### config.mk
export PLATFORM = sky130hd
export DESIGN_NAME = bwd_top
export DESIGN_NICKNAME = d
export VERILOG_FILES = /design/src/hw/bwd_pkg.sv /design/src/hw/bwd_top.sv
export SDC_FILE = /design/constraint.sdc
export NUM_CORES = 1
export LEC_CHECK = 0
export CAP_MARGIN = 20
export CORE_ASPECT_RATIO = 0.75
export CORE_UTILIZATION = 69
export CTS_CLUSTER_DIAMETER = 50
export DETAILED_ROUTE_END_ITERATION = 10
export DONT_BUFFER_PORTS = 1
export PLACE_DENSITY = 0.85
export SLEW_MARGIN = 20
export SYNTH_ARGS = -nofsm -noshare
export SYNTH_HDL_FRONTEND = slang
export SYNTH_SLANG_ARGS = --single-unit
### constraint.sdc
create_clock -name I_CLK -period 9.8 [get_ports I_CLK]
set_input_delay 0.49 -clock I_CLK [delete_from_list [all_inputs] [get_ports I_CLK]]
set_output_delay 0.49 -clock I_CLK [all_outputs]
set_load 0.02 [all_outputs]
### src/hw/bwd_pkg.sv
// package: register map, field positions, reset values and bus-facing types
// assumes a 32-bit classic wishbone slave with word-aligned registers
package bwd_pkg;
   localparam int BWD_AW = 5;
   localparam logic [BWD_AW-1:0] BWD_OFF_STALL_CTRL = 5'h00;
   localparam logic [BWD_AW-1:0] BWD_OFF_STALL_LIMIT = 5'h04;
   localparam logic [BWD_AW-1:0] BWD_OFF_DEAD_CTRL = 5'h08;
   localparam logic [BWD_AW-1:0] BWD_OFF_DEAD_PERIOD = 5'h0C;
   localparam logic [BWD_AW-1:0] BWD_OFF_DEAD_CLEAR = 5'h10;
   localparam logic [BWD_AW-1:0] BWD_OFF_DEAD_ELAPSED = 5'h14;
   localparam logic [BWD_AW-1:0] BWD_OFF_NMI_ENABLE = 5'h18;
   localparam logic [BWD_AW-1:0] BWD_OFF_IRQ_STATUS = 5'h1C;
   localparam int BWD_EN_BIT = 0;
   localparam int BWD_KICK_BIT = 0;
   localparam int BWD_EV_STALL = 0;
   localparam int BWD_EV_DEAD = 1;
   localparam int BWD_NEV = 2;
   localparam logic [31:0] BWD_RST_LIMIT = 32'h8000_0000;
   localparam logic [31:0] BWD_RST_PERIOD = 32'h8000_0000;
   localparam logic [31:0] BWD_RST_ZERO = 32'h0000_0000;
   localparam logic [31:0] BWD_ONE = 32'h0000_0001;
   localparam logic [31:0] BWD_UNMAPPED = 32'h0000_0000;
   // reset pulse to the cpu lasts this long
   localparam int BWD_CPU_RST_NS = 100;
   localparam int BWD_CLK_NS = 10;
   localparam logic [3:0] BWD_CPU_RST_CYC = 4'((BWD_CPU_RST_NS + BWD_CLK_NS - 1) / BWD_CLK_NS);

   typedef struct packed {
      logic cyc;
      logic stb;
      logic we;
      logic [3:0] sel;
      logic [BWD_AW-1:0] adr;
      logic [31:0] dat;
   } bwd_wb_req_s;

   typedef enum logic [1:0] {
      BWD_DEAD_IDLE = 2'b01,
      BWD_DEAD_RUN = 2'b10
   } bwd_dead_e;
endpackage

### src/hw/bwd_top.sv
// bus stall timer and deadman watchdog with a wishbone register file
// assumes i_bus_frame is asynchronous to I_CLK; all else on I_CLK
// Summary of operation
// - stall timer runs only when enable set
// - stall count ticks while bus frame asserted
// - limit reached raises nmi if enabled
// - stall limit is field times clock period
// - stall limit resets to 8000_0000
// - watchdog runs only when enable set
// - watchdog period is field times clock
// - writing kick one restarts watchdog count
// - kick bit write-only, self clearing
// - period expiry without kick resets cpu
// - elapsed register shows count, zero after reset
// - watchdog period resets to 8000_0000
// - stall control resets to zero
`timescale 1ns/1ps
`default_nettype none
module bwd_top
   import bwd_pkg::*;
(
   input wire logic I_CLK,
   input wire logic I_RSTN,
   input wire logic I_WB_CYC,
   input wire logic I_WB_STB,
   input wire logic I_WB_WE,
   input wire logic [3:0] I_WB_SEL,
   input wire logic [bwd_pkg::BWD_AW-1:0] I_WB_ADR,
   input wire logic [31:0] I_WB_DAT,
   output logic [31:0] O_WB_DAT,
   output logic O_WB_ACK,
   input wire logic I_BUS_FRAME,
   output logic O_NMI,
   output logic O_CPU_RST,
   output logic O_IRQ
);
   import bwd_pkg::*;

   // ---------------------------------------------------------------
   // helpers
   // ---------------------------------------------------------------
   function automatic logic [31:0] merge_bytes(input logic [31:0] old_v, input logic [31:0] new_v,
                                               input logic [3:0] sel);
      logic [31:0] r;
      r = old_v;
      for (int i = 0; i < 4; i++) begin
         if (sel[i]) begin
            r[i*8 +: 8] = new_v[i*8 +: 8];
         end
      end
      return r;
   endfunction

   // ---------------------------------------------------------------
   // bus slave
   // ---------------------------------------------------------------
   bwd_wb_req_s req;
   logic ack_reg;
   logic [31:0] rdat_reg;
   logic wr_go;
   logic rd_go;
   logic [31:0] stall_ctrl_reg;
   logic [31:0] stall_limit_reg;
   logic [31:0] dead_ctrl_reg;
   logic [31:0] dead_period_reg;
   logic [31:0] dead_count_reg;
   logic [BWD_NEV-1:0] nmi_en_reg;
   logic [BWD_NEV-1:0] status_reg;
   logic kick;

   assign req = '{cyc: I_WB_CYC, stb: I_WB_STB, we: I_WB_WE, sel: I_WB_SEL, adr: I_WB_ADR, dat: I_WB_DAT};
   assign wr_go = req.cyc & req.stb & req.we & ~ack_reg;
   assign rd_go = req.cyc & req.stb & ~req.we & ~ack_reg;
   // write-only kick: acts for the cycle of the write, never stored
   assign kick = wr_go && req.adr == BWD_OFF_DEAD_CLEAR && req.sel[0] && req.dat[BWD_KICK_BIT];

   always_ff @(posedge I_CLK) begin
      if (!I_RSTN) begin
         ack_reg <= 1'b0;
      end else begin
         ack_reg <= req.cyc & req.stb & ~ack_reg;
      end
   end

   always_ff @(posedge I_CLK) begin
      if (!I_RSTN) begin
         rdat_reg <= BWD_RST_ZERO;
      end else if (rd_go) begin
         case (req.adr)
            BWD_OFF_STALL_CTRL: rdat_reg <= stall_ctrl_reg;
            BWD_OFF_STALL_LIMIT: rdat_reg <= stall_limit_reg;
            BWD_OFF_DEAD_CTRL: rdat_reg <= dead_ctrl_reg;
            BWD_OFF_DEAD_PERIOD: rdat_reg <= dead_period_reg;
            BWD_OFF_DEAD_ELAPSED: rdat_reg <= dead_count_reg;
            BWD_OFF_NMI_ENABLE: rdat_reg <= {30'h0, nmi_en_reg};
            BWD_OFF_IRQ_STATUS: rdat_reg <= {30'h0, status_reg};
            default: rdat_reg <= BWD_UNMAPPED;
         endcase
      end
   end

   assign O_WB_ACK = ack_reg;
   assign O_WB_DAT = rdat_reg;

   // ---------------------------------------------------------------
   // registers
   // ---------------------------------------------------------------
   always_ff @(posedge I_CLK) begin
      if (!I_RSTN) begin
         stall_ctrl_reg <= BWD_RST_ZERO;
         stall_limit_reg <= BWD_RST_LIMIT;
         dead_ctrl_reg <= BWD_RST_ZERO;
         dead_period_reg <= BWD_RST_PERIOD;
         nmi_en_reg <= '0;
      end else if (wr_go) begin
         case (req.adr)
            BWD_OFF_STALL_CTRL: stall_ctrl_reg <= merge_bytes(stall_ctrl_reg, req.dat, req.sel) & BWD_ONE;
            BWD_OFF_STALL_LIMIT: stall_limit_reg <= merge_bytes(stall_limit_reg, req.dat, req.sel);
            BWD_OFF_DEAD_CTRL: dead_ctrl_reg <= merge_bytes(dead_ctrl_reg, req.dat, req.sel) & BWD_ONE;
            BWD_OFF_DEAD_PERIOD: dead_period_reg <= merge_bytes(dead_period_reg, req.dat, req.sel);
            BWD_OFF_NMI_ENABLE: begin
               if (req.sel[0]) begin
                  nmi_en_reg <= req.dat[BWD_NEV-1:0];
               end
            end
            default: ;
         endcase
      end
   end

   // ---------------------------------------------------------------
   // bus stall timer
   // ---------------------------------------------------------------
   logic frame_s1_reg;
   logic frame_s2_reg;
   logic [31:0] stall_count_reg;
   logic stall_hit;

   always_ff @(posedge I_CLK) begin
      if (!I_RSTN) begin
         frame_s1_reg <= 1'b0;
         frame_s2_reg <= 1'b0;
      end else begin
         frame_s1_reg <= I_BUS_FRAME;
         frame_s2_reg <= frame_s1_reg;
      end
   end

   // hit once as count steps from one below limit to limit; count holds there so the event fires once per frame
   assign stall_hit = stall_ctrl_reg[BWD_EN_BIT] && frame_s2_reg && stall_count_reg != stall_limit_reg
                      && (stall_count_reg + BWD_ONE) == stall_limit_reg;

   always_ff @(posedge I_CLK) begin
      if (!I_RSTN) begin
         stall_count_reg <= BWD_RST_ZERO;
      end else if (!stall_ctrl_reg[BWD_EN_BIT] || !frame_s2_reg) begin
         stall_count_reg <= BWD_RST_ZERO;
      end else if (stall_count_reg != stall_limit_reg) begin
         stall_count_reg <= stall_count_reg + BWD_ONE;
      end
   end

   // ---------------------------------------------------------------
   // deadman watchdog
   // ---------------------------------------------------------------
   bwd_dead_e dead_state_reg;
   logic dead_hit;
   logic [3:0] rst_cnt_reg;

   assign dead_hit = dead_state_reg == BWD_DEAD_RUN && dead_ctrl_reg[BWD_EN_BIT] && !kick
                     && (dead_count_reg + BWD_ONE) >= dead_period_reg;

   always_ff @(posedge I_CLK) begin
      if (!I_RSTN) begin
         dead_state_reg <= BWD_DEAD_IDLE;
         dead_count_reg <= BWD_RST_ZERO;
      end else begin
         case (dead_state_reg)
            BWD_DEAD_IDLE: begin
               dead_count_reg <= BWD_RST_ZERO;
               if (dead_ctrl_reg[BWD_EN_BIT]) begin
                  dead_state_reg <= BWD_DEAD_RUN;
               end
            end
            BWD_DEAD_RUN: begin
               if (!dead_ctrl_reg[BWD_EN_BIT]) begin
                  dead_state_reg <= BWD_DEAD_IDLE;
                  dead_count_reg <= BWD_RST_ZERO;
               end else if (kick || dead_hit) begin
                  dead_count_reg <= BWD_RST_ZERO;
               end else begin
                  dead_count_reg <= dead_count_reg + BWD_ONE;
               end
            end
            default: begin
               dead_state_reg <= BWD_DEAD_IDLE;
               dead_count_reg <= BWD_RST_ZERO;
            end
         endcase
      end
   end

   always_ff @(posedge I_CLK) begin
      if (!I_RSTN) begin
         rst_cnt_reg <= 4'h0;
         O_CPU_RST <= 1'b0;
      end else if (dead_hit) begin
         rst_cnt_reg <= BWD_CPU_RST_CYC;
         O_CPU_RST <= 1'b1;
      end else if (rst_cnt_reg > 4'h1) begin
         rst_cnt_reg <= rst_cnt_reg - 4'h1;
      end else begin
         rst_cnt_reg <= 4'h0;
         O_CPU_RST <= 1'b0;
      end
   end

   // ---------------------------------------------------------------
   // events and interrupts
   // ---------------------------------------------------------------
   logic [BWD_NEV-1:0] ev;
   logic [BWD_NEV-1:0] clr;
   assign ev = {dead_hit, stall_hit};
   assign clr = (wr_go && req.adr == BWD_OFF_IRQ_STATUS && req.sel[0]) ? req.dat[BWD_NEV-1:0] : '0;

   always_ff @(posedge I_CLK) begin
      if (!I_RSTN) begin
         status_reg <= '0;
      end else begin
         status_reg <= (status_reg & ~clr) | ev;
      end
   end

   always_ff @(posedge I_CLK) begin
      if (!I_RSTN) begin
         O_NMI <= 1'b0;
         O_IRQ <= 1'b0;
      end else begin
         O_NMI <= status_reg[BWD_EV_STALL] & nmi_en_reg[BWD_EV_STALL];
         O_IRQ <= |(status_reg & nmi_en_reg);
      end
   end
endmodule
`default_nettype wire

# Word level (Yosys, flattened, before mapping)
# Cells that the tools add are included.
dict set report totals {
  ff_bits 178
  inputBits 47
  out_inout_bits 36
  word_cells 102
}
dict set report classes {
  add_sub_neg 3
  n_lt_le_gt_ge 2
  eq_ne 14
  muxes 9
  bitwise_logic 17
  n_reduce_logical 33
}
# cell n
set ops {}
lappend ops {{32-bit case mux with 7 select lines} 1}
lappend ops {{32-bit by 1-bit adder with 32-bit output, second input constant} 2}
lappend ops {{3-bit AND reduction} 11}
lappend ops {{32-bit equality test} 1}
lappend ops {{32-bit greater-or-equal comparator} 1}
lappend ops {{32-bit != test} 1}
lappend ops {{5-bit equality test, second input constant} 4}
lappend ops {{1-bit logical AND} 11}
lappend ops {{5-bit by 4-bit equality test with 1-bit output, second input constant} 2}
lappend ops {{4-bit two-way mux} 2}
lappend ops {{1-bit AND} 7}
lappend ops {{2-bit two-way mux} 3}
lappend ops {{2-bit != test, second input constant} 3}
lappend ops {{1-bit NOT} 6}
lappend ops {{5-bit by 3-bit equality test with 1-bit output, second input constant} 1}
lappend ops {{5-bit zero test} 1}
lappend ops {{2-bit AND} 2}
lappend ops {{4-bit by 1-bit greater-than comparator with 1-bit output, second input constant} 1}
lappend ops {{2-bit case mux with 2 select lines} 1}
lappend ops {{2-bit OR reduction} 2}
lappend ops {{4-bit OR reduction} 1}
lappend ops {{4-bit by 1-bit subtractor with 4-bit output, second input constant} 1}
lappend ops {{1-bit zero test} 3}
lappend ops {{3-bit OR reduction} 1}
lappend ops {{7 further kinds} 9}

# Depth between registers and ports, before layout
dict set report logic_depth {
  word_depth 11
  mapped_depth 18
  mapped_depth_nobuf 17
}

# Worst setup path before layout
# OpenSTA, ideal clock, no wires.
dict set report synth_timing {
  kind {reg-to-reg}
  from {register dead_count_reg[2]}
  to {register dead_count_reg[10]}
  setup_time_ns 0.066
  arrival_ns 3.380
  required_time_ns 9.734
  setup_slack_ns 6.354
  path_stages_with_launch 18
  path_buffers 1
  synth_period_minus_slack_ns 3.446
  cell_sequence {dfxtp_1 -> nand4_1 -> nor3_1 -> and2_1 -> nand2_1 -> nor3_1 -> nand3_1 -> xnor2_1 -> ha_1 -> a21oi_1 -> nor2b_1 -> o21ai_0 -> a21oi_1 -> o21a_1 -> o21ai_0 -> nand4_1 -> clkbuf_1 -> nor2b_1}
}
dict set report synth_between {
  elab_chain_len 5
}
# item line
set synth_lines {}
lappend synth_lines {{start, declared} bwd_top.sv:66} ;# logic [31:0] dead_count_reg;
lappend synth_lines {{start signal, assigned} bwd_top.sv:192} ;# dead_count_reg <= dead_count_reg + BWD_ONE;
lappend synth_lines {{32-bit by 1-bit adder with 32-bit output *} {bwd_top.sv:171, bwd_top.sv:192}}
lappend synth_lines {{32-bit greater-or-equal comparator} bwd_top.sv:171} ;# && (dead_count_reg + BWD_ONE) >= dead_period_reg;
lappend synth_lines {{1-bit logical AND} bwd_top.sv:171}
lappend synth_lines {{1-bit logical OR} bwd_top.sv:189} ;# end else if (kick || dead_hit) begin
lappend synth_lines {{4-bit OR reduction (no source line)} -}
# Every way passes the cells marked *; elsewhere a longest branch is shown, timed or not.
# A chain may end at the register's enable or synchronous reset.

# Final worst setup path
dict set report layout_timing {
  from {register dead_count_reg[2]}
  to {register dead_count_reg[30]}
}
# The elaborated chain is that of the path after synthesis.

==> run_results.csv <==
group,metric,value,unit
setup_path,slowest_delay,0.62,ns
setup_path,worstSetupEndpointType,"flop",
setup_path,crit_family,"simple AND/OR/NAND/NOR gates",
route,routedWlPerCell,19.6,um
power,powerDensity,151,nW/um2
global_routing,grt-ovfl-total,0,
hold_path,hold_path_depth,1,
clock_network,insertion_delay,0.43,ns
setup_path,crit_buf_inv,1,
setup_path,critical_path_cell_count,17,
global_routing,grt_pass1_wl,37400,um
timing,layout_min_cycle_time,4.52,ns
synthesis,synth-adder-area-share,0.0482,
route,vias,7616,
clock_network,cts_tree,"built",
placed_design,place.gp.congestion,0.969,
global_routing,grt_start_max_net_pins,114,
die,die_height,103,um
global_routing,antenna_found_initial,0,
synthesis,synth_ff_type,"dfxtp_1",
route,wl,23800,um
die,initial_core_util,0.713,
job,cap_violations,0,
setup_path,r2r_cells,17,
synthesis,synth_edf_count,0,
timing,hold_viol_final,0,
global_routing,grt_pass1_vias,7046,
clock_network,cts.reportedPaths.clkPinSlew,0.07,ns
setup_path,start_kind,"flop",
synthesis,syn_inst,1061,
clock_network,cts-root-buf,"clkbuf_16",
setup_path,arrival,4.88,ns
timing,finalSetupTns,0,ns
synthesis,synth.avg_cell_area,8.80,um2
clock_network,cts_made_buffers,17,
synthesis,syn_nets,1144,
status,status,"finished, final reports clean",
route,vias_per_cell,6.26,
global_routing,grt_util_all_layers,0.352,
final_layout,syn2layout_area_growth,7.21,%
synthesis,synth_cell_types,55,
hold_path,min_path_type,"primary input to flop",
clock_network,cts-resized-gates,0,
timing,fin_crit_sh,0.461,
timing,tightest_slew,1.04,ns
synthesis,synth_compound_area_frac,0.0990,
clock_network,post_cts_buffers,0,
placed_design,hpwl,17000,um
timing,finClkSkew,0.0132,ns
synthesis,muxShareOfSynthArea,0.0786,
clock_network,cts_num_sinks,178,
final_layout,nets,1115,
synthesis,ys_warn_count,0,
die,row_count,36,
timing,worst_slack,5.28,ns
synthesis,ys_ff_latch,178,
timing,setup_violations,0,
placed_design,place_ws,5.50,ns
clock_network,cts_buffer_depth,2,
final_layout,diodes,0,
die,core_area,13100,um2
setup_path,crit_path_max_fanout,28,
die,io_pins,83,
timing,slew_headroom,0.308,
clock_network,htreeDepth,4,
setup_path,worstPathCellList,"nand4_1 -> nor3_1 -> and2_1 -> nand2_1 -> nor3_1 -> nand3_1 -> xnor2_1 -> ha_1 -> a21oi_1 -> nor2b_1 -> o21ai_0 -> a21oi_1 -> o21a_1 -> o21ai_0 -> nand4_1 -> buf_4 -> nor2b_1",
timing,drv_slew,0,
timing,fmax,221,MHz
power,ir_worst_vdd,136,uV
die,die-width,136,um
final_layout,drive_above_1_share,0.0498,
power,p_leak,4.04,nW
synthesis,synth_xor_area_frac,0.103,
route,drtIter0Drc,998,
synthesis,async_reset_ff_frac,0,
placed_design,io_buffer_count,0,
setup_path,critPathRequiredTime,10.16,ns
die,die_area,14000,um2
synthesis,synth.cell_area,9340,um2
synthesis,synth_top_family_by_area,"simple AND/OR/NAND/NOR gates",
route,antenna_left,0,
setup_path,crit_type,"flop to flop",
timing,rsz0062_at_grt,"false",
synthesis,yosys.area_share.simple,0.250,
route,drc,0,
setup_path,slowest_stage,"nor3_1",
clock_network,ctsHoldBuffers,0,
route,first_pass_iters,10,
synthesis,ys_seq_area_frac,0.381,
-- through the flow --
step                cells   util  hold slack [ns]  total power, W  cell area, um2
floorplan            1061      -            0.412        0.000800            9340
global placement     1184  0.716            0.466        0.000802            9390
detailed placement   1184  0.716            0.480        0.000804            9390
CTS                  1216  0.764            0.109         0.00151           10000
global route         1216  0.764            0.121         0.00155           10000
finish               1216  0.764            0.116         0.00151           10000
-- layout by cell type, fill, tap and decap left out, drive strengths merged, types with 3 or more instances in the layout --
| cell type | Yosys | layout |
|---|---|---|
| nor3b | 4 | 4 |
| dfxtp | 178 | 178 |
| a222oi | 30 | 30 |
| a21oi | 20 | 20 |
| nand2 | 85 | 85 |
| mux2i | 70 | 70 |
| or2 | 3 | 3 |
| nor2b | 106 | 106 |
| ha | 36 | 36 |
| clkinv | 0 | 5 |
| and2 | 39 | 39 |
| a21o | 5 | 5 |
| o31ai | 3 | 3 |
| or3 | 5 | 5 |
| a21boi | 3 | 3 |
| mux2 | 3 | 3 |
| bufinv | 0 | 3 |
| xnor2 | 48 | 48 |
| nand2b | 5 | 5 |
| or4 | 5 | 5 |
| and3 | 12 | 12 |
| a31oi | 3 | 3 |
| clkbuf | 43 | 19 |
| inv | 40 | 45 |
| o22ai | 4 | 4 |
| and4 | 8 | 8 |
| xor2 | 62 | 62 |
| nor2 | 73 | 73 |
| nor4 | 5 | 5 |
| buf | 11 | 6 |
| a22oi | 3 | 3 |
| nand4 | 31 | 31 |
| o21ai | 48 | 48 |
| nand3 | 39 | 39 |
| nor3 | 11 | 11 |
-- area by class of cell --
class | count | area [um2]
clock buffers | 19 | 453
clock inverters | 13 | 173
fillers | 917 | 3090
inverters | 40 | 150
multi-input cells | 789 | 5420
flip-flops and latches | 178 | 3560
well taps | 171 | 214
repair buffers | 6 | 45.0
-- logic make-up (layout without fill, tap and decap cells) --
logic type | after synthesis | after routing
buf+inv | 94 | 78
xor+xnor | 110 | 110
fa+ha+maj | 36 | 36
compound gates | 134 | 134
simple gates | 436 | 436
flops | 178 | 178
mux | 73 | 73
-- worst register-to-register path, delay by kind of cell, from the launching register on --
kind | cells | cell delay (ns)
and+or+nand+nor | 9 | 2.36
DFF | 1 | 0.42
buffers and inverters | 1 | 0.33
xor gates and xnor gates | 1 | 0.21
AOI/OAI and AO/OA | 5 | 0.83
adders and majority gates | 1 | 0.28
-- layer usage --
layer  vias to the layer above  share of wire  global-route usage
met1                      3616           0.45               0.500
met2                       357           0.43               0.527
met3                        23           0.11              0.0816
met5                         -              0                   0
li1                       3620              -                   -
met4                         0          0.012               0.110
-- where the power goes --
| group | internal [W] | switching (W) |
|---|---|---|
| combinational | 0.0000255 | 0.0000249 |
| clock | 0.000420 | 0.000299 |
| sequential | 0.000731 | 0.00000680 |
| total | 0.00118 | 0.000331 |
-- cells in the mapped netlist (all sizes together), types with 2 or more instances --
master / number / area share
a2111o: 2 / 0.0024
a211oi: 2 / 0.0016
a21boi: 3 / 0.0024
a21o: 5 / 0.0040
a21oi: 20 / 0.011
a222oi: 30 / 0.032
a22oi: 3 / 0.0024
a31o: 2 / 0.0019
a31oi: 3 / 0.0020
and2: 39 / 0.026
and3: 12 / 0.0080
and4: 8 / 0.0075
buf: 11 / 0.0062
clkbuf: 43 / 0.017
dfxtp: 178 / 0.38
ha: 36 / 0.048
inv: 40 / 0.016
mux2: 3 / 0.0036
mux2i: 70 / 0.075
nand2: 85 / 0.034
nand2b: 5 / 0.0033
nand3: 39 / 0.021
nand3b: 2 / 0.0016
nand4: 31 / 0.021
nor2: 73 / 0.029
nor2b: 106 / 0.071
nor3: 11 / 0.0059
nor3b: 4 / 0.0037
nor4: 5 / 0.0033
o21a: 2 / 0.0016
o21ai: 48 / 0.026
o22ai: 4 / 0.0027
o31ai: 3 / 0.0029
or2: 3 / 0.0023
or3: 5 / 0.0033
or4: 5 / 0.0040
xnor2: 48 / 0.045
xor2: 62 / 0.058
-- worst paths after layout --
path | endpoint | slack, ns | startpoint
max | dead_count_reg[30] | 5.28 | dead_count_reg[2]
min | stall_limit_reg[31] | 0.12 | I_RSTN
max reg2reg | dead_count_reg[30] | 5.28 | dead_count_reg[2]
min reg2reg | nmi_en_reg[0] | 0.49 | nmi_en_reg[0]
No activity file was read; power rests on OpenSTA's default activity.
